==> config.mk <==
export PLATFORM = sky130hd
export DESIGN_NAME = tlcsc_ctrl
export DESIGN_NICKNAME = d
export VERILOG_FILES = /design/src/tlcsc_pkg.sv /design/src/tlcsc_ctrl.sv /design/src/tlcsc_pf_gap.sv /design/src/tlcsc_state_table.sv
export VERILOG_INCLUDE_DIRS = /design/src
export SDC_FILE = /design/constraint.sdc
export NUM_CORES = 1
export LEC_CHECK = 0
export BUFFER_PORTS_ARGS = -buffer_cell sky130_fd_sc_hd__buf_4
export CORE_UTILIZATION = 34
export DETAILED_ROUTE_END_ITERATION = 8
export PLACE_DENSITY = 0.65
export SYNTH_ARGS = -nofsm -noshare
export SYNTH_HDL_FRONTEND = slang
export SYNTH_SLANG_ARGS = --single-unit
==> constraint.sdc <==
create_clock -name clk_sys_in -period 2.2 [get_ports clk_sys_in]
set_input_delay 0 -clock clk_sys_in [delete_from_list [all_inputs] [get_ports clk_sys_in]]
set_output_delay 0 -clock clk_sys_in [all_outputs]
set_load 0.02 [all_outputs]
==> src/tlcsc_regs.svh <==
// constants of the two-level cache state controller
`ifndef TLCSC_REGS_SVH
`define TLCSC_REGS_SVH

// line address is the byte address without the 32-byte offset
`define TLCSC_LINE_AW      27
// the line-select bit inside a two-line sector
`define TLCSC_SECTOR_BIT   0
// reset values of the control state
`define TLCSC_RST_READY    1'b1
`define TLCSC_RST_KEN      1'b0
`define TLCSC_RST_WBS      1'b0

`endif

==> src/tlcsc_pkg.sv <==
// types shared by the two-level cache state controller
`include "tlcsc_regs.svh"

package tlcsc_pkg;

    typedef enum logic [1:0] {
        MESI_I = 2'b00,
        MESI_S = 2'b01,
        MESI_E = 2'b10,
        MESI_M = 2'b11
    } tlcsc_mesi_t;

    typedef enum logic [1:0] {
        OP_NONE  = 2'b00,
        OP_READ  = 2'b01,
        OP_WRITE = 2'b10
    } tlcsc_op_t;

    // one processor access, as presented by the core
    typedef struct packed {
        logic                         write;
        logic                         icache;
        logic                         sw_prefetch;
        logic                         cacheable;
        logic                         write_alloc;
        logic                         page_writethrough_attr;
        logic                         hw_pf_en;
        logic [`TLCSC_LINE_AW-1:0]    line;
    } tlcsc_req_t;

    // new tag states for one line
    typedef struct packed {
        tlcsc_mesi_t                  l1;
        tlcsc_mesi_t                  l2;
        logic [`TLCSC_LINE_AW-1:0]    line;
    } tlcsc_upd_t;

    // what an access does on the bus and to the tags
    typedef struct packed {
        tlcsc_op_t                    op;
        logic                         cacheable;
        logic                         post_wr;
        tlcsc_mesi_t                  l1;
        tlcsc_mesi_t                  l2;
    } tlcsc_plan_t;

endpackage

==> src/tlcsc_ctrl.sv <==
// two-level cache state controller: access sequencing and bus cycles
`timescale 1ns/1ps
`include "tlcsc_regs.svh"

module tlcsc_ctrl (
    input  wire logic                   clk_sys_in,          // 25 mhz clock
    input  wire logic                   rst_in,              // sync reset
    input  wire logic                   req_valid_in,        // access offered
    input  wire tlcsc_pkg::tlcsc_req_t  req_in,              // access fields
    input  wire tlcsc_pkg::tlcsc_mesi_t l1_state_in,         // l1 tag state
    input  wire tlcsc_pkg::tlcsc_mesi_t l2_state_in,         // l2 tag state
    input  wire logic                   bus_done_in,         // cycle ended
    input  wire logic                   cache_enable_input_n_in, // ken, low
    input  wire logic                   writeback_select_input_in, // wb
    input  wire logic                   next_address_strobe_n_in,  // low
    input  wire logic                   address_hold_request_in,   // hold
    input  wire logic                   bus_backoff_request_n_in,  // low
    input  wire logic                   core_ready_in,       // core ready
    input  wire logic                   hi_prio_in,          // other access
    output logic                        req_ready_out,       // can accept
    output logic                        bus_start_out,       // cycle pulse
    output tlcsc_pkg::tlcsc_op_t        bus_op_out,          // read or write
    output logic [`TLCSC_LINE_AW-1:0]   bus_line_out,        // line address
    output logic                        cacheable_cycle_n_out, // low: fill
    output logic                        upd_valid_out,       // tag write
    output tlcsc_pkg::tlcsc_upd_t       upd_out              // new states
);
    // ------------------------------------------------------------------
    // sequencer states
    // ------------------------------------------------------------------
    typedef enum logic [2:0] {
        ST_IDLE   = 3'b000,
        ST_DECIDE = 3'b001,
        ST_BUS    = 3'b010,
        ST_POSTWR = 3'b011,
        ST_GAP    = 3'b100,
        ST_PF     = 3'b101
    } tlcsc_state_t;

    tlcsc_state_t           state_ff;
    tlcsc_state_t           nxt_state;
    tlcsc_pkg::tlcsc_req_t  cur_ff;
    tlcsc_pkg::tlcsc_mesi_t l1_ff;
    tlcsc_pkg::tlcsc_mesi_t l2_ff;
    logic                   ken_ff;
    logic                   wbs_ff;
    logic                   na_seen_ff;
    logic                   ready_ff;
    logic                   start_ff;
    tlcsc_pkg::tlcsc_op_t   op_ff;
    logic [`TLCSC_LINE_AW-1:0] line_ff;
    logic                   cyc_n_ff;
    logic                   upd_v_ff;
    tlcsc_pkg::tlcsc_upd_t  upd_ff;

    // ------------------------------------------------------------------
    // sampled fill grant and write policy
    // ------------------------------------------------------------------
    wire                        done_now;
    wire                        ken_now;
    wire                        wb_now;
    wire                        pf_go;
    wire                        pf_start;
    wire                        want_pf;
    wire tlcsc_pkg::tlcsc_plan_t plan;
    wire tlcsc_pkg::tlcsc_mesi_t pf_state;
    wire [`TLCSC_LINE_AW-1:0]   pf_line;
    wire                        accept;

    assign accept   = (state_ff == ST_IDLE) && req_valid_in;
    assign done_now = bus_done_in && (state_ff == ST_BUS ||
                      state_ff == ST_POSTWR || state_ff == ST_PF);
    // a fill is granted only on a cycle we marked cacheable
    assign ken_now  = done_now ? (!cache_enable_input_n_in && !cyc_n_ff)
                               : ken_ff;
    // policy comes from this access only: stable per line
    assign wb_now   = done_now ? (writeback_select_input_in && !cur_ff.page_writethrough_attr)
                               : wbs_ff;
    assign pf_state = ken_now ? (wb_now ? tlcsc_pkg::MESI_E
                                        : tlcsc_pkg::MESI_S)
                              : tlcsc_pkg::MESI_I;
    assign pf_line  = cur_ff.line ^ `TLCSC_LINE_AW'(1 << `TLCSC_SECTOR_BIT);
    // hardware prefetch only, and only once the wanted line is in
    assign want_pf  = !cur_ff.write && !cur_ff.sw_prefetch &&
                      cur_ff.hw_pf_en && ken_now &&
                      plan.op == tlcsc_pkg::OP_READ;
    assign pf_start = (state_ff == ST_BUS) && done_now &&
                      !plan.post_wr && want_pf;

    tlcsc_state_table u_table (
        .req_in   (cur_ff),
        .l1_in    (l1_ff),
        .l2_in    (l2_ff),
        .ken_in   (ken_now),
        .wb_in    (wb_now),
        .plan_out (plan)
    );

    tlcsc_pf_gap u_gap (
        .clk_sys_in      (clk_sys_in),
        .rst_in          (rst_in),
        .arm_in          (pf_start),
        .cancel_in       (state_ff != ST_GAP && state_ff != ST_BUS),
        .na_seen_in      (na_seen_ff),
        .core_ready_in   (core_ready_in),
        .hi_prio_in      (hi_prio_in),
        .address_hold_in (address_hold_request_in),
        .backoff_n_in    (bus_backoff_request_n_in),
        .go_out          (pf_go)
    );

    // ------------------------------------------------------------------
    // next state
    // ------------------------------------------------------------------
    always_comb begin
        case (state_ff)
            ST_IDLE:   nxt_state = accept ? ST_DECIDE : ST_IDLE;
            ST_DECIDE: nxt_state = (plan.op == tlcsc_pkg::OP_NONE)
                                   ? ST_IDLE : ST_BUS;
            ST_BUS:    nxt_state = !done_now ? ST_BUS :
                                   plan.post_wr ? ST_POSTWR :
                                   want_pf ? ST_GAP : ST_IDLE;
            ST_POSTWR: nxt_state = done_now ? ST_IDLE : ST_POSTWR;
            ST_GAP:    nxt_state = pf_go ? ST_PF : ST_GAP;
            ST_PF:     nxt_state = done_now ? ST_IDLE : ST_PF;
            default:   nxt_state = ST_IDLE;
        endcase
    end

    // ------------------------------------------------------------------
    // state and captured access
    // ------------------------------------------------------------------
    always_ff @(posedge clk_sys_in) begin
        if (rst_in) begin
            state_ff   <= ST_IDLE;
            ready_ff   <= `TLCSC_RST_READY;
            ken_ff     <= `TLCSC_RST_KEN;
            wbs_ff     <= `TLCSC_RST_WBS;
            na_seen_ff <= 1'b0;
        end else begin
            state_ff   <= nxt_state;
            ready_ff   <= (nxt_state == ST_IDLE);
            ken_ff     <= ken_now;
            wbs_ff     <= wb_now;
            if (state_ff == ST_DECIDE)
                na_seen_ff <= 1'b0;
            else if (state_ff == ST_BUS && !next_address_strobe_n_in)
                na_seen_ff <= 1'b1;
        end
    end

    always_ff @(posedge clk_sys_in) begin
        if (rst_in) begin
            cur_ff <= '0;
            l1_ff  <= tlcsc_pkg::MESI_I;
            l2_ff  <= tlcsc_pkg::MESI_I;
        end else if (accept) begin
            cur_ff <= req_in;
            l1_ff  <= l1_state_in;
            l2_ff  <= l2_state_in;
        end
    end

    // ------------------------------------------------------------------
    // bus cycle request
    // ------------------------------------------------------------------
    wire issue_first;
    wire issue_wr;
    wire issue_pf;

    assign issue_first = (state_ff == ST_DECIDE) &&
                         (plan.op != tlcsc_pkg::OP_NONE);
    // fill first, write through afterwards
    assign issue_wr    = (state_ff == ST_BUS) && done_now && plan.post_wr;
    assign issue_pf    = (state_ff == ST_GAP) && pf_go;

    always_ff @(posedge clk_sys_in) begin
        if (rst_in) begin
            start_ff <= 1'b0;
            op_ff    <= tlcsc_pkg::OP_NONE;
            line_ff  <= '0;
            cyc_n_ff <= 1'b1;
        end else begin
            start_ff <= issue_first || issue_wr || issue_pf;
            if (issue_first) begin
                op_ff    <= plan.op;
                line_ff  <= cur_ff.line;
                cyc_n_ff <= !plan.cacheable;
            end else if (issue_wr) begin
                op_ff    <= tlcsc_pkg::OP_WRITE;
                cyc_n_ff <= 1'b1;
            end else if (issue_pf) begin
                op_ff    <= tlcsc_pkg::OP_READ;
                line_ff  <= pf_line;
                cyc_n_ff <= 1'b0;
            end
        end
    end

    // ------------------------------------------------------------------
    // tag update
    // ------------------------------------------------------------------
    wire upd_local;
    wire upd_bus;
    wire upd_pf;

    assign upd_local = (state_ff == ST_DECIDE) &&
                       (plan.op == tlcsc_pkg::OP_NONE);
    assign upd_bus   = (state_ff == ST_BUS) && done_now;
    assign upd_pf    = (state_ff == ST_PF) && done_now;

    always_ff @(posedge clk_sys_in) begin
        if (rst_in) begin
            upd_v_ff <= 1'b0;
            upd_ff   <= '{l1: tlcsc_pkg::MESI_I, l2: tlcsc_pkg::MESI_I,
                          line: '0};
        end else begin
            upd_v_ff <= upd_local || upd_bus || upd_pf;
            if (upd_pf)
                upd_ff <= '{l1: pf_state, l2: pf_state, line: pf_line};
            else if (upd_local || upd_bus)
                upd_ff <= '{l1: plan.l1, l2: plan.l2, line: cur_ff.line};
        end
    end

    assign req_ready_out         = ready_ff;
    assign bus_start_out         = start_ff;
    assign bus_op_out            = op_ff;
    assign bus_line_out          = line_ff;
    assign cacheable_cycle_n_out = cyc_n_ff;
    assign upd_valid_out         = upd_v_ff;
    assign upd_out               = upd_ff;
endmodule // tlcsc_ctrl

==> src/tlcsc_pf_gap.sv <==
// spacing logic between the two bursts of a sector prefetch
`timescale 1ns/1ps

module tlcsc_pf_gap (
    input  wire logic clk_sys_in,          // system clock
    input  wire logic rst_in,              // sync reset, high
    input  wire logic arm_in,              // first burst finished, pulse
    input  wire logic cancel_in,           // drop a pending prefetch
    input  wire logic na_seen_in,          // next address seen in burst 1
    input  wire logic core_ready_in,       // core can start a cycle
    input  wire logic hi_prio_in,          // other reads or writes pending
    input  wire logic address_hold_in,     // address hold request
    input  wire logic backoff_n_in,        // back-off request, low
    output logic      go_out               // start burst 2 now
);
    logic armed_ff;
    logic na_ok_ff;
    wire  clear_path;

    // ------------------------------------------------------------------
    // issue condition
    // ------------------------------------------------------------------
    assign clear_path = core_ready_in && !hi_prio_in;
    assign go_out     = armed_ff && na_ok_ff && clear_path &&
                        !address_hold_in && backoff_n_in;

    // without next address the second burst waits one idle cycle
    always_ff @(posedge clk_sys_in) begin
        if (rst_in || cancel_in || go_out) begin
            armed_ff <= 1'b0;
            na_ok_ff <= 1'b0;
        end else if (arm_in) begin
            armed_ff <= 1'b1;
            na_ok_ff <= na_seen_in;
        end else if (armed_ff) begin
            na_ok_ff <= 1'b1;
        end
    end

endmodule // tlcsc_pf_gap

==> src/tlcsc_state_table.sv <==
// mesi transition table for processor reads and writes
`timescale 1ns/1ps

module tlcsc_state_table (
    input  wire tlcsc_pkg::tlcsc_req_t  req_in,    // access being served
    input  wire tlcsc_pkg::tlcsc_mesi_t l1_in,     // l1 state before
    input  wire tlcsc_pkg::tlcsc_mesi_t l2_in,     // l2 state before
    input  wire logic                   ken_in,    // line fill granted
    input  wire logic                   wb_in,     // writeback mode chosen
    output tlcsc_pkg::tlcsc_plan_t      plan_out   // bus op and new states
);
    // ------------------------------------------------------------------
    // derived states
    // ------------------------------------------------------------------
    wire tlcsc_pkg::tlcsc_mesi_t wb_state;
    wire tlcsc_pkg::tlcsc_mesi_t fill_state;
    wire                         l1_inv;
    wire                         l2_inv;

    assign wb_state   = wb_in ? tlcsc_pkg::MESI_E : tlcsc_pkg::MESI_S;
    assign fill_state = ken_in ? wb_state : tlcsc_pkg::MESI_I;
    assign l1_inv     = (l1_in == tlcsc_pkg::MESI_I);
    assign l2_inv     = (l2_in == tlcsc_pkg::MESI_I);

    // ------------------------------------------------------------------
    // table
    // ------------------------------------------------------------------
    always_comb begin
        plan_out = '{op: tlcsc_pkg::OP_NONE, cacheable: 1'b0,
                     post_wr: 1'b0, l1: l1_in, l2: l2_in};
        if (!req_in.write) begin
            if (l1_inv && l2_inv) begin
                plan_out.op        = tlcsc_pkg::OP_READ;
                plan_out.cacheable = req_in.cacheable;
                plan_out.l1        = fill_state;
                plan_out.l2        = fill_state;
            end else if (l1_inv && l2_in == tlcsc_pkg::MESI_M) begin
                // instruction side keeps l2 dirty, data side takes it
                plan_out.l1 = req_in.icache ? tlcsc_pkg::MESI_E
                                            : tlcsc_pkg::MESI_M;
                plan_out.l2 = req_in.icache ? tlcsc_pkg::MESI_M
                                            : tlcsc_pkg::MESI_E;
            end else if (l1_inv) begin
                plan_out.l1 = l2_in;
            end
        end else if (l1_inv && l2_inv) begin
            if (req_in.write_alloc) begin
                plan_out.op        = tlcsc_pkg::OP_READ;
                plan_out.cacheable = req_in.cacheable;
                plan_out.post_wr   = !(ken_in && wb_in);
                plan_out.l1        = (ken_in && wb_in) ? tlcsc_pkg::MESI_M
                                                       : fill_state;
                plan_out.l2        = fill_state;
            end else begin
                plan_out.op = tlcsc_pkg::OP_WRITE;
            end
        end else if (l1_in == tlcsc_pkg::MESI_S) begin
            plan_out.op = tlcsc_pkg::OP_WRITE;
            plan_out.l1 = wb_state;
            plan_out.l2 = l2_inv ? tlcsc_pkg::MESI_I : wb_state;
        end else if (!l1_inv) begin
            plan_out.l1 = tlcsc_pkg::MESI_M;
        end else if (l2_in == tlcsc_pkg::MESI_S) begin
            plan_out.op = tlcsc_pkg::OP_WRITE;
            plan_out.l2 = wb_state;
            plan_out.l1 = req_in.write_alloc ? wb_state : tlcsc_pkg::MESI_I;
        end else if (req_in.write_alloc) begin
            plan_out.l1 = tlcsc_pkg::MESI_M;
            plan_out.l2 = tlcsc_pkg::MESI_E;
        end else begin
            plan_out.l2 = tlcsc_pkg::MESI_M;
        end
    end

endmodule // tlcsc_state_table
==> run_results.csv <==
group,metric,value,unit
worst_setup_path,critPathTopFamily,"flip-flops",
min_path,min_to,"na_seen_ff$_SDFFE_PP0P_",
final_layout,syn_to_final_growth,35.8,%
power_and_ir_drop,ir_drop,0.341,mV
final_layout,fillers,1260,
final_layout,nets,732,
clock_tree,cts_tree,"yes",
clock_tree,clock_latency,0.34,ns
global_route,grt_pass1_wl,20200,um
route,drc,0,
worst_setup_path,crit_top_cell,"buf_4",
power_and_ir_drop,p_per_area,687,nW/um2
final_layout,final_util,0.472,
sta,max_clock_freq,512,MHz
global_route,grt_max_degree,47,
final_layout,antennaDiodeCount,0,
clock_tree,clk_pin_slew,0.07,ns
worst_setup_path,worst-setup-path-type,"register to register",
synth,synthCells,545,
worst_setup_path,end_kind,"register",
synth,synth_edf_count,0,
sta,finalSetupViolCount,0,
floorplanning,fp.dieArea,14000,um2
floorplanning,start_util,0.348,
synth,synthesis.area,4610,um2
synth,syn_nets,594,
synth,async_reset_ff_frac,0,
outcome,status,"finished, final reports clean",
worst_setup_path,reg2reg_slack,0.25,ns
sta,hold_viol,0,
worst_setup_path,cp_max_fo,15,
sta,tightestPinTransition,0.483,ns
power_and_ir_drop,power_leakage,2.69,nW
clock_tree,cts_buffer_depth,2,
place,gp_congestion,0.902,
sta,finClkSkew,0.00453,ns
worst_setup_path,r2r_cells,6,
worst_setup_path,cp_slowest_stage_delay,0.61,ns
route,viasPerCell,4.94,
flow_run,drv_cap,0,
sta,rsz0062_at_grt,"false",
worst_setup_path,slowest_stage,"dfxtp_1",
route,vias,4261,
place,dp_hpwl,8780,um
route,first_iter_violations,210,
worst_setup_path,crit_buf_inv,2,
route,wl_per_cell,14.5,um
place,port_buffers,112,
global_route,antenna_found_initial,0,
route,drtAntennaViolNets,0,
route,drtPass1Iterations,5,
worst_setup_path,reg2reg_from,"state_ff[2]$_SDFF_PP0_",
worst_setup_path,cp-start-kind,"register",
floorplanning,row_count,42,
sta,period_share,0.888,
final_layout,ff_latch_area,2200,um2
clock_tree,htreeDepth,3,
clock_tree,cts-root-buf,"clkbuf_16",
global_route,grt_pass1_vias,3993,
floorplanning,die_x,118,um
sta,finalCriticalPeriod,1.95,ns
clock_tree,cts_buffers,9,
worst_setup_path,path_cells,"buf_4 -> nand4bb_1 -> a21boi_4 -> buf_4 -> mux2i_1 -> nor2_1",
synth,synthFlopType,"dfxtp_1",
synth,yosysUniqueCellTypes,63,
min_path,hp-start,"next_address_strobe_n_in",
global_route,grt_usage,0.181,
synth,seq_area_frac_synth,0.478,
sta,drv_slew,0,
worst_setup_path,r2r-end,"upd_out[3]$_SDFFE_PP0P_",
min_path,min_path_type,"input port to register",
global_route,grt.overflow.total,0,
worst_setup_path,arrival,2.17,ns
worst_setup_path,crit_required,2.42,ns
clock_tree,numClockSinks,110,
sta,max_slew_margin,0.673,
synth,syn_avg_cell_area,8.45,um2
final_layout,multi_input_area,2160,um2
route,drt-total-wl,12500,um
sta,tns,0,ns
min_path,worst_hold_path.num_cells,4,
floorplanning,coreArea,13200,um2
synth,ys_ff_latch,110,
final_layout,layout-drive-gt1-share,0.227,
floorplanning,die_height,118,um
synth,yosys_warnings,0,
floorplanning,ioPinCount,113,
worst max-delay path by stage:
stage / slack (ns) / start / endpoint / cells past startpoint
floorplan: 0.55 / cacheable_cycle_n_out$_SDFFE_PP1P_ / cacheable_cycle_n_out$_SDFFE_PP1P_ / 5
global placement: 0.31 / state_ff[1]$_SDFF_PP0_ / bus_op_out[0]$_SDFFE_PP0P_ / 7
detailed placement: 0.26 / state_ff[2]$_SDFF_PP0_ / upd_out[3]$_SDFFE_PP0P_ / 6
CTS: 0.25 / state_ff[2]$_SDFF_PP0_ / upd_out[3]$_SDFFE_PP0P_ / 6
global route: 0.06 / state_ff[0]$_SDFF_PP0_ / bus_line_out[26]$_SDFFE_PP0P_ / 6
finish: 0.25 / state_ff[2]$_SDFF_PP0_ / upd_out[3]$_SDFFE_PP0P_ / 6
cells in the final DEF (no fill, tap or decap), drive strengths merged, types with 2 or more instances in the layout:
master / count
and4: 2
nor3: 4
clkinv: 2
o41ai: 2
nor2b: 6
nand3b: 2
a221oi: 2
a211oi: 5
o22ai: 2
buf: 128
a21o: 2
nor3b: 3
o21a: 2
and3: 4
nand4b: 3
a21oi: 82
mux2i: 27
nand2b: 7
nand3: 10
clkbuf: 12
or2: 2
nand4: 5
inv: 6
a31oi: 3
nand2: 145
o211a: 2
o21ai: 5
o2111ai: 2
nor2: 36
and4b: 2
dlygate4sd3: 39
o21bai: 2
nor4bb: 2
dfxtp: 110
report_power, final:
part / internal [mW] / switching (mW)
logic: 0.291 / 0.329
registers: 2.07 / 0.0790
clock network: 0.825 / 0.700
layer usage:
metal | global-route usage | wire length, um | vias up
li1 | - | - | 2136
met1 | 0.230 | 5530 | 1975
met2 | 0.294 | 5850 | 131
met3 | 0.0468 | 806 | 19
met4 | 0.0688 | 283 | 0
met5 | 0 | 0 | -
worst register-to-register path: stages (launching register included):
cell	delay, ns
dfxtp_1	0.61
buf_4	0.23
nand4bb_1	0.18
a21boi_4	0.24
buf_4	0.29
mux2i_1	0.22
nor2_1	0.06
per-stage QoR:
stage	std cells	hold slack [ns]	total power, mW	worst slack (ns)	area, um2
after floorplan	545	0.136	2.54	0.554	4610
after global placement	809	0.250	2.75	0.306	5590
after detailed placement	809	0.257	2.76	0.257	5590
after CTS	863	0.00425	4.34	0.252	6260
after global routing	863	0.0372	4.49	0.0604	6260
final	863	0.00537	4.30	0.247	6260
flip-flops by register name, summed over array words and instances (netlist names):
| register | count |
|---|---|
| cur_ff | 34 |
| upd_out | 31 |
| bus_line_out | 27 |
| state_ff | 3 |
| bus_op_out | 2 |
| l1_ff | 2 |
| l2_ff | 2 |
| bus_start_out | 1 |
| cacheable_cycle_n_out | 1 |
| ken_ff | 1 |
| na_seen_ff | 1 |
| req_ready_out | 1 |
| u_gap.armed_ff | 1 |
| u_gap.na_ok_ff | 1 |
| upd_valid_out | 1 |
| wbs_ff | 1 |
cell usage after synthesis, types with 6 or more instances:
library cell / count / area (um2)
nor2_1: 36 / 135
nand3_1: 9 / 45.0
dfxtp_1: 110 / 2200
nor2b_1: 6 / 37.5
clkbuf_1: 17 / 63.8
buf_2: 12 / 60.1
a21oi_1: 81 / 405
nand2_1: 145 / 544
mux2i_1: 27 / 270
nand2b_1: 6 / 37.5
cell type report:
class | count | area share
inverter | 5 | 0.00300
clock inverter | 3 | 0.00300
timing repair buffer | 167 | 0.220
multi-input combinational | 390 | 0.346
clock buffer | 12 | 0.0410
sequential | 110 | 0.352
tap | 176 | 0.0352
logic make-up after synthesis:
family,Yosys count,share of synthesized area
buffers and inverters,45,0.0546
and+or+nand+nor,239,0.244
xor gates and xnor gates,1,0.00190
muxes,27,0.0587
DFF,110,0.478
AOI/OAI and AO/OA,123,0.163
what timing repair did:
action / 4_1_cts / 5_1_grt
endpoints found under the hold margin: 40 / 0
buffers inserted: 0 / 0
hold buffers: 39 / 0
gates resized for setup: 0 / 0
No activity file was read; power rests on OpenSTA's default activity.
